File: src/verilog/adc_ctrl_regs.svh
/*
 * register offsets, field positions, result width and timing counts of the
 * converter control block.
 * assumes inclusion by bare name from any file that needs the numbers.
 */
`ifndef ADC_CTRL_REGS_SVH
`define ADC_CTRL_REGS_SVH

// ****************************************************************
// register word indices (byte addresses 0,4,8; printed offsets 0,1,2 are word indices)
// ****************************************************************
`define CSR_INDEX        2'h0
`define RES_HIGH_INDEX   2'h1
`define RES_LOW_INDEX    2'h2
`define ADDR_W           4

// ****************************************************************
// control/status fields
// ****************************************************************
`define CSR_DONE_BIT     7
`define CSR_SPEED_BIT    6
`define CSR_ON_BIT       5
`define CSR_CH_HI        3
`define CSR_CH_LO        0

// ****************************************************************
// converter timing
// ****************************************************************
`define RES_BITS         10
`define RES_MSB          4'h9
`define SAMPLE_TICKS     4'h2
`define DIV_SLOW         2'h3
`define DIV_FAST         2'h1
`define RES_FULL         10'h3FF

`endif

File: src/verilog/adc_ctrl_pkg.sv
/*
 * types shared by the converter control files.
 * assumes the constants header is used for every number.
 */
package adc_ctrl_pkg;
    typedef enum logic [1:0] {
        st_off,
        st_sample,
        st_convert
    } conv_state_t;
endpackage

File: src/verilog/sar_if.sv
/*
 * interface between the sequencer and the analog core (comparator, dac).
 * assumes one clock; comparator output is already synchronised.
 */
`timescale 1ns/1ns
`default_nettype none
interface sar_if;
    logic       tick;
    logic       start;
    logic [9:0] trial;
    logic       cmp_high;
    logic       busy;
    logic       done;
    logic [9:0] result;
    modport seq  (input tick, input start, input cmp_high,
                  output trial, output busy, output done, output result);
    modport ctrl (output tick, output start, output cmp_high,
                  input trial, input busy, input done, input result);
endinterface
`default_nettype wire

File: src/verilog/clk_divider.sv
/*
 * converter clock tick: cpu clock divided by 4 or by 2.
 * assumes speed select may change at any time; the count restarts cleanly.
 */
`timescale 1ns/1ns
`default_nettype none
`include "adc_ctrl_regs.svh"
module clk_divider (
    input  wire logic clk,
    input  wire logic rst,
    input  wire logic run,
    input  wire logic fast,
    output logic      tick
);
    typedef struct packed {
        logic [1:0] cnt;
        logic       tick;
    } div_state_t;

    div_state_t s_q;
    div_state_t s_d;

    always_comb begin
        logic [1:0] lim;
        lim = fast ? `DIV_FAST : `DIV_SLOW;
        s_d = s_q;
        s_d.tick = 1'b0;
        if (!run) begin
            s_d.cnt = 2'h0;
        end else if (s_q.cnt >= lim) begin
            s_d.cnt  = 2'h0;
            s_d.tick = 1'b1;
        end else begin
            s_d.cnt = s_q.cnt + 2'h1;
        end
    end

    always_ff @(posedge clk or posedge rst) begin
        if (rst) begin
            s_q <= '0;
        end else begin
            s_q <= s_d;
        end
    end

    assign tick = s_q.tick;
endmodule
`default_nettype wire

File: src/verilog/sar_sequencer.sv
/*
 * successive approximation sequencer: sample phase then one bit per two ticks,
 * msb first.
 * assumes cmp_high is high when the input is at or above the trial level.
 */
`timescale 1ns/1ns
`default_nettype none
`include "adc_ctrl_regs.svh"
module sar_sequencer (
    input  wire logic clk,
    input  wire logic rst,
    sar_if.seq        sar
);
    typedef struct packed {
        adc_ctrl_pkg::conv_state_t st;
        logic [3:0]                bit_idx;
        logic [9:0]                acc;
        logic [9:0]                result;
        logic                      done;
        logic                      settle;
    } seq_state_t;

    seq_state_t s_q;
    seq_state_t s_d;

    function automatic logic [9:0] onehot(input logic [3:0] i);
        onehot = 10'h001 << i;
    endfunction

    always_comb begin
        s_d = s_q;
        s_d.done = 1'b0;
        if (sar.start) begin
            // abort restarts the sampling phase from scratch
            s_d.st      = adc_ctrl_pkg::st_sample;
            s_d.bit_idx = `SAMPLE_TICKS;
            s_d.acc     = 10'h000;
            s_d.settle  = 1'b0;
        end else if (sar.tick) begin
            case (s_q.st)
                adc_ctrl_pkg::st_sample: begin
                    if (s_q.bit_idx == 4'h0) begin
                        s_d.st      = adc_ctrl_pkg::st_convert;
                        s_d.bit_idx = `RES_MSB;
                    end else begin
                        s_d.bit_idx = s_q.bit_idx - 4'h1;
                    end
                end
                adc_ctrl_pkg::st_convert: begin
                    if (!s_q.settle) begin
                        // the synchronised comparator trails a new trial by
                        // two clocks, as long as one fast tick: wait a tick
                        s_d.settle = 1'b1;
                    end else begin
                        s_d.settle = 1'b0;
                        // keep the trial bit only if input reaches it;
                        // binary search on a held sample is monotonic
                        if (!sar.cmp_high) begin
                            s_d.acc = s_q.acc & ~onehot(s_q.bit_idx);
                        end
                        if (s_q.bit_idx == 4'h0) begin
                            s_d.result  = s_d.acc;
                            s_d.done    = 1'b1;
                            s_d.st      = adc_ctrl_pkg::st_sample;
                            s_d.bit_idx = `SAMPLE_TICKS;
                            s_d.acc     = 10'h000;
                        end else begin
                            s_d.bit_idx = s_q.bit_idx - 4'h1;
                            s_d.acc = s_d.acc | onehot(s_q.bit_idx - 4'h1);
                        end
                    end
                end
                default: begin
                    s_d.st = adc_ctrl_pkg::st_off;
                end
            endcase
            if (s_q.st == adc_ctrl_pkg::st_sample && s_q.bit_idx == 4'h0) begin
                s_d.acc = onehot(`RES_MSB);
            end
        end
    end

    always_ff @(posedge clk or posedge rst) begin
        if (rst) begin
            s_q <= '0;
        end else begin
            s_q <= s_d;
        end
    end

    assign sar.trial  = s_q.acc;
    assign sar.busy   = (s_q.st == adc_ctrl_pkg::st_convert);
    assign sar.done   = s_q.done;
    assign sar.result = s_q.result;
endmodule
`default_nettype wire

File: src/verilog/sar_adc_control.sv
/*
 * control and result logic of a 10-bit successive approximation converter
 * with a 16-way input multiplexer, reached over avalon-mm.
 * assumes an external comparator (cmp_high_pin) and resistor dac driven by
 * dac_level and mux_sel; the comparator output is asynchronous.
 */
// Our own choices: the register addresses and register access over Avalon-MM.
//
// Behaviour
// - 10-bit successive approximation result from one of 16 multiplexed inputs.
// - result never moves against the direction of the input.
// - input above high reference gives high byte FF, low byte 03.
// - input below low reference gives both bytes zero.
// - every finished conversion lands in the high and low result bytes.
// - converter-on bit starts continuous conversions of the selected input.
// - done flag rises at the end of each conversion with result available.
// - reading high byte clears done; reading low byte leaves it.
// - results are overwritten by each conversion; read both in time.
// - changing channel aborts, clears done and restarts on new input.
// - clearing converter-on stops conversions and saves power.
// - cpu wait mode does not affect the converter.
// - halt disables the converter; results need settling after wake.
// - analog pins still read as digital inputs.
// - any write to the control/status register clears done; a write with byteenable[0] low is ignored here and leaves done.
// - bit 7 read-only done; speed, on, zero bit, channel read/write.
// - speed bit selects cpu clock divided by 4 or by 2.
// - high byte holds bits 9:2; low byte bits 1:0, rest zero.
`timescale 1ns/1ns
`default_nettype none
`include "adc_ctrl_regs.svh"
module sar_adc_control (
    input  wire logic        clk,
    input  wire logic        rst,
    // avalon-mm slave
    input  wire logic [3:0]  address,
    input  wire logic        read,
    input  wire logic        write,
    input  wire logic [31:0] writedata,
    input  wire logic [3:0]  byteenable,
    output logic [31:0]      readdata,
    output logic             waitrequest,
    // power modes
    input  wire logic        cpu_wait,
    input  wire logic        cpu_halt,
    // analog core
    input  wire logic        cmp_high_pin,
    output logic [3:0]       mux_sel,
    output logic [9:0]       dac_level,
    output logic             analog_enable,
    output logic             sample_hold
);
    typedef struct packed {
        logic        speed;
        logic        on;
        logic [3:0]  ch;
        logic        done;
        logic [9:0]  result;
        logic        ack;
        logic [31:0] rdata;
        logic        cmp_s1;
        logic        cmp_s2;
        logic        start;
    } ctl_state_t;

    ctl_state_t s_q;
    ctl_state_t s_d;

    sar_if sar ();

    logic running;
    logic tick;

    // ****************************************************************
    // helpers
    // ****************************************************************
    function automatic logic [1:0] reg_index(input logic [3:0] a);
        reg_index = a[3:2];
    endfunction

    function automatic logic is_aligned(input logic [3:0] a);
        is_aligned = (a[1:0] == 2'h0);
    endfunction

    // ****************************************************************
    // converter core
    // ****************************************************************
    // halt gates the converter off; wait has no input here at all
    // cpu_wait is deliberately unused in the gating
    assign running = s_q.on && !cpu_halt;

    clk_divider u_div (
        .clk  (clk),
        .rst  (rst),
        .run  (running),
        .fast (s_q.speed),
        .tick (tick)
    );

    assign sar.tick     = tick;
    assign sar.start    = s_q.start;
    assign sar.cmp_high = s_q.cmp_s2;

    sar_sequencer u_seq (
        .clk (clk),
        .rst (rst),
        .sar (sar)
    );

    // ****************************************************************
    // register file and control
    // ****************************************************************
    always_comb begin
        logic        acc_ok;
        logic        wr_csr;
        logic        rd_high;
        logic [3:0]  new_ch;
        logic        ch_changed;
        logic        hw_set;
        acc_ok     = (read || write) && !s_q.ack && is_aligned(address);
        wr_csr     = acc_ok && write && reg_index(address) == `CSR_INDEX
                     && byteenable[0];
        rd_high    = acc_ok && read && reg_index(address) == `RES_HIGH_INDEX;
        new_ch     = writedata[`CSR_CH_HI:`CSR_CH_LO];
        ch_changed = wr_csr && (new_ch != s_q.ch);
        s_d        = s_q;
        // comparator crosses from the analog domain
        s_d.cmp_s1 = cmp_high_pin;
        s_d.cmp_s2 = s_q.cmp_s1;
        s_d.ack    = (read || write) && !s_q.ack;
        s_d.start  = 1'b0;
        // a result finishing under a restart pulse is of the old channel
        hw_set     = sar.done && running && !ch_changed && !s_q.start;
        if (wr_csr) begin
            s_d.speed = writedata[`CSR_SPEED_BIT];
            s_d.on    = writedata[`CSR_ON_BIT];
            s_d.ch    = new_ch;
            // turning on, or a new channel, restarts from sampling
            if (ch_changed || (writedata[`CSR_ON_BIT] && !s_q.on)) begin
                s_d.start = 1'b1;
            end
        end
        if (wr_csr || rd_high) begin
            s_d.done = 1'b0;
        end
        if (hw_set) begin
            // saturated codes fall out of the search: all ones above the
            // high reference, zero below the low one
            s_d.result = sar.result;
            s_d.done   = 1'b1;
        end
        if (cpu_halt && s_q.on) begin
            s_d.start = 1'b1;
        end
        s_d.rdata = 32'h0000_0000;
        if (acc_ok && read) begin
            case (reg_index(address))
                `CSR_INDEX: begin
                    s_d.rdata[`CSR_DONE_BIT]  = s_q.done;
                    s_d.rdata[`CSR_SPEED_BIT] = s_q.speed;
                    s_d.rdata[`CSR_ON_BIT]    = s_q.on;
                    s_d.rdata[`CSR_CH_HI:`CSR_CH_LO] = s_q.ch;
                end
                `RES_HIGH_INDEX: begin
                    s_d.rdata[7:0] = s_q.result[9:2];
                end
                `RES_LOW_INDEX: begin
                    s_d.rdata[1:0] = s_q.result[1:0];
                end
                default: begin
                    s_d.rdata = 32'h0000_0000;
                end
            endcase
        end
    end

    always_ff @(posedge clk or posedge rst) begin
        if (rst) begin
            s_q <= '0;
        end else begin
            s_q <= s_d;
        end
    end

    // ****************************************************************
    // outputs
    // ****************************************************************
    // one wait cycle per access; the answer stands in the ack cycle
    assign waitrequest   = (read || write) && !s_q.ack;
    assign readdata      = s_q.rdata;
    assign mux_sel       = s_q.ch;
    assign dac_level     = sar.trial;
    assign analog_enable = running;
    // sample switch closed outside bit trials; pins keep digital path
    assign sample_hold   = running && !sar.busy;
endmodule
`default_nettype wire

File: config.mk
export PLATFORM = sky130hd
export DESIGN_NAME = sar_adc_control
export DESIGN_NICKNAME = d
export VERILOG_FILES = /design/src/verilog/adc_ctrl_pkg.sv /design/src/verilog/sar_if.sv /design/src/verilog/clk_divider.sv /design/src/verilog/sar_sequencer.sv /design/src/verilog/sar_adc_control.sv
export VERILOG_INCLUDE_DIRS = /design/src /design/src/verilog
export SDC_FILE = /design/constraint.sdc
export NUM_CORES = 1
export LEC_CHECK = 0
export BUFFER_PORTS_ARGS = -buffer_cell sky130_fd_sc_hd__buf_2
export CORE_UTILIZATION = 40
export CTS_CLUSTER_SIZE = 40
export DETAILED_ROUTE_END_ITERATION = 10
export PLACE_DENSITY = 0.67
export SYNTH_ARGS = -nofsm -noshare
export SYNTH_HDL_FRONTEND = slang
export SYNTH_SLANG_ARGS = --single-unit
File: constraint.sdc
create_clock -name clk -period 1.8 [get_ports clk]
set_input_delay 0.09 -clock clk [delete_from_list [all_inputs] [get_ports clk]]
set_output_delay 0.09 -clock clk [all_outputs]
set_load 0.01 [all_outputs]
==> metrics.txt <==
Worst Path Arrival=1.99 ns; Mapped Area=3290 um2; H-Tree Depth=3; CP Class=reg2reg; Ys Warns=0; Cell Rows=32; initial antenna violation count=0; total clock sinks=60; PortBufs=41; drt first-iter violations=115; CORE AREA=between 7000 and 8000 um2; Routed WL per cell=roughly 13 um; #FFs+latches synth=60; layout cell share with drive strength beyond 1=30.8%; Max Cap Violations=0; Post-Place Cells=452; global-route usage over all layers=15.4%; Internal=about 2.2 mW; top cell type by total area after synthesis=dfrtp_1; Post-DRT Antenna Nets=0; Final setup viols=0; number of vias per cell=4.65; Hold Slack=between 0.015 and 0.02 ns; Area growth syn-to-layout=14.2%; synth unique cells=59; crit-path max FO=5; Crit path required time=2.05 ns; Die ar.=8600 um2; Tcrit/Tclk final=96.6%; Reg power frac=between 40% and 50%; Initial Util=42.0%; EDFF count, synth=0; CTS Buffer Depth=2; DR pass1 iterations=4; top cells by area, synth=dfrtp_1 46%, buf_4 12%, mux2_2 5.1%; gr ovfl total=0; Worst-Skew Late Latency=0.33 ns; Net Sw Power=about 830 uW; leak pwr=around 1.9 nW; worst hold-check path type=in2reg; final std cells w/o fill=475; CTS clk-pin slew, worst paths=0.07 ns; sequential-to-total area share from yosys stat=between 40% and 50%; # IOs=96; Antenna Cells=0; WL final=5970 um; fin nets=421; r2r setup slk=0.06 ns; Layout Skew=0.00966 ns; CTS tree=done; Core Util, Final=47.9%; Sequential Area=1500 um2; Post-synth ARST share=between 90% and 100%; DRC viols=0; Die Ht=92.7 um; switch share=27.0%; PD cells=816 nW/um2; Slew Limit Fails=0; Mapped Avg Cell Area=10.2 um2; vias in the first global route=2201; RSZ-0062 raised after global routing=false; Root Buffer=clkbuf_8; RePlAce Congestion=about 0.84; clock group share of total power=roughly 38%; Fill cells=733; pin count of the biggest net entering global routing=between 50 and 60; top-area cell type share of the netlist area=45.6%; Die Wd=92.7 um; Final Hold Fails=0; CTS buffer count=9; via count=2209; setup TNS after final layout=0 ns; status=finished, final reports clean; CP Launch Type=register; global-route wire length before repair=10200 um; minimum clock period=1.74 ns; Max Fclk=0.575 GHz; DP Wirelength=4460 um; Main synth FF type=dfrtp_1; Worst VDD drop=approximately 0.00035 V; Multi-input gate area=roughly 1400 um2; Cells after Synth=323; Worst setup EP type=register; combinational cell fraction of total power=15.4%
sequential cells by signal, summed over array words and instances, names as in the netlist:
signal	flops
sar.start	1
u_div.s_q	2
readdata	8
mux_sel	4
u_seq.s_q	7
s_d	1
s_q	14
u_div.tick	1
u_seq.sar.result	10
u_seq.sar.trial	10
sar.cmp_high	1
u_seq.sar.done	1
metrics by stage:
stage | power [mW] | instance area, um2 | worst slack [ns]
final | 3.07 | 3760 | 0.0610
after global routing | 3.23 | 3760 | 0.00179
after CTS | 3.09 | 3720 | 0.00823
after detailed placement | 1.90 | 3470 | -0.0204
after global placement | 1.89 | 3470 | 0.0354
after floorplan | 1.80 | 3390 | 0.00391
cells by family after synthesis:
family / Yosys count / synth area share (%)
and+or+nand+nor: 92 / 15.5
other: 1 / 0.114
AOI/OAI and AO/OA: 56 / 11.3
adders and majority gates: 6 / 2.28
xor gates and xnor gates: 8 / 2.13
muxes: 24 / 7.94
DFF: 60 / 45.6
buffers and inverters: 76 / 15.1
cell type report:
type                    instances  share of cell area, %
repair buffers                 70                   11.9
multi-input cells             210                   37.9
clock inverters                 6                   1.70
well taps                     102                   3.39
inverters                      17                   1.70
flip-flops and latches         60                   40.0
clock buffers                  10                   3.39
what timing repair did:
| item | 4_1_cts | 5_1_grt |
|---|---|---|
| hold buffers | 5 | 0 |
| setup buffers | 0 | 2 |
| resized for setup | 1 | 5 |
| endpoints found under the hold margin | 64 | 0 |
| endpoints found under the setup margin | 10 | 24 |
routing by layer:
layer	vias up	GRT usage (%)	routed length (um)
met5	-	0	0
met4	0	5.90	98
met3	10	3.78	263
met2	51	25.4	2860
met1	1028	19.4	2750
li1	1120	-	-
Yosys cell counts, types with 2 or more instances:
master	n
o21ai_1	2
nand2b_1	3
buf_6	2
ha_1	6
or2_2	2
buf_4	51
nor4_2	2
mux2i_1	7
dfrtp_1	60
and2b_1	2
o31ai_1	2
nor2b_1	5
nand3b_1	2
nor3b_1	2
clkbuf_1	2
o22ai_1	3
nand2_1	30
buf_2	3
a21oi_1	13
mux2_1	2
xor2_1	7
nor2_1	18
a22o_1	4
o211ai_1	3
nor3_1	7
o21ai_0	13
a21o_1	5
inv_1	17
mux2_2	15
nand3_1	4
path summary, 6_finish.rpt:
check	from	to	depth (start not counted)
min	writedata[2]	mux_sel[2]$_DFFE_PP0P_	2
max reg2reg	u_seq.s_q[23]$_DFFE_PP0P_	u_seq.sar.trial[1]$_DFFE_PP0P_	6
min in group asynchronous	rst	u_seq.s_q[25]$_DFFE_PP0P_	3
max in group asynchronous	rst	s_q[36]$_DFFE_PP0P_	4
max	u_seq.s_q[23]$_DFFE_PP0P_	u_seq.sar.trial[1]$_DFFE_PP0P_	6
min reg2reg	s_d[1]$_DFF_PP0_	sar.cmp_high$_DFF_PP0_	0
power groups by stage:
stage | clock network [mW] | logic (mW) | registers [mW]
6_report | 1.16 | 0.472 | 1.43
5_1_grt | 1.27 | 0.528 | 1.44
4_1_cts | 1.20 | 0.458 | 1.43
3_5_place_dp | 0 | 0.447 | 1.45
3_3_place_gp | 0 | 0.442 | 1.45
2_1_floorplan | 0 | 0.351 | 1.45
placed cells by master (no fill, tap or decap), types with 2 or more instances in the layout:
cell / synthesis / routed
nor2b_1: 5 / 5
dfrtp_1: 60 / 59
o31ai_1: 2 / 2
o21ai_0: 13 / 13
nand3b_1: 2 / 2
nor3_1: 7 / 7
nand3_1: 4 / 4
ha_1: 6 / 5
o22ai_1: 3 / 2
mux2_1: 2 / 2
buf_4: 51 / 23
dlygate4sd3_1: 0 / 5
nor2_1: 18 / 18
nand2_1: 30 / 30
clkbuf_8: 0 / 9
inv_1: 17 / 14
o211ai_1: 3 / 3
o21ai_1: 2 / 2
clkinvlp_4: 0 / 2
mux2_2: 15 / 15
inv_2: 0 / 3
buf_2: 3 / 41
nand2b_1: 3 / 3
or2_2: 2 / 2
a21oi_1: 13 / 13
clkinv_2: 0 / 2
conb_1: 1 / 24
and2b_1: 2 / 2
a22o_1: 4 / 4
xor2_1: 7 / 7
a21o_1: 5 / 5
mux2i_1: 7 / 7
critical path, cell delays in order, from the launching register on:
cell     delay (ns)
dfrtp_1        0.36
inv_2          0.06
ha_4           0.17
nor3b_4        0.17
buf_4          0.16
or4_4          0.57
o22ai_1        0.17
Note: power is estimated with default switching activity, not from simulation.
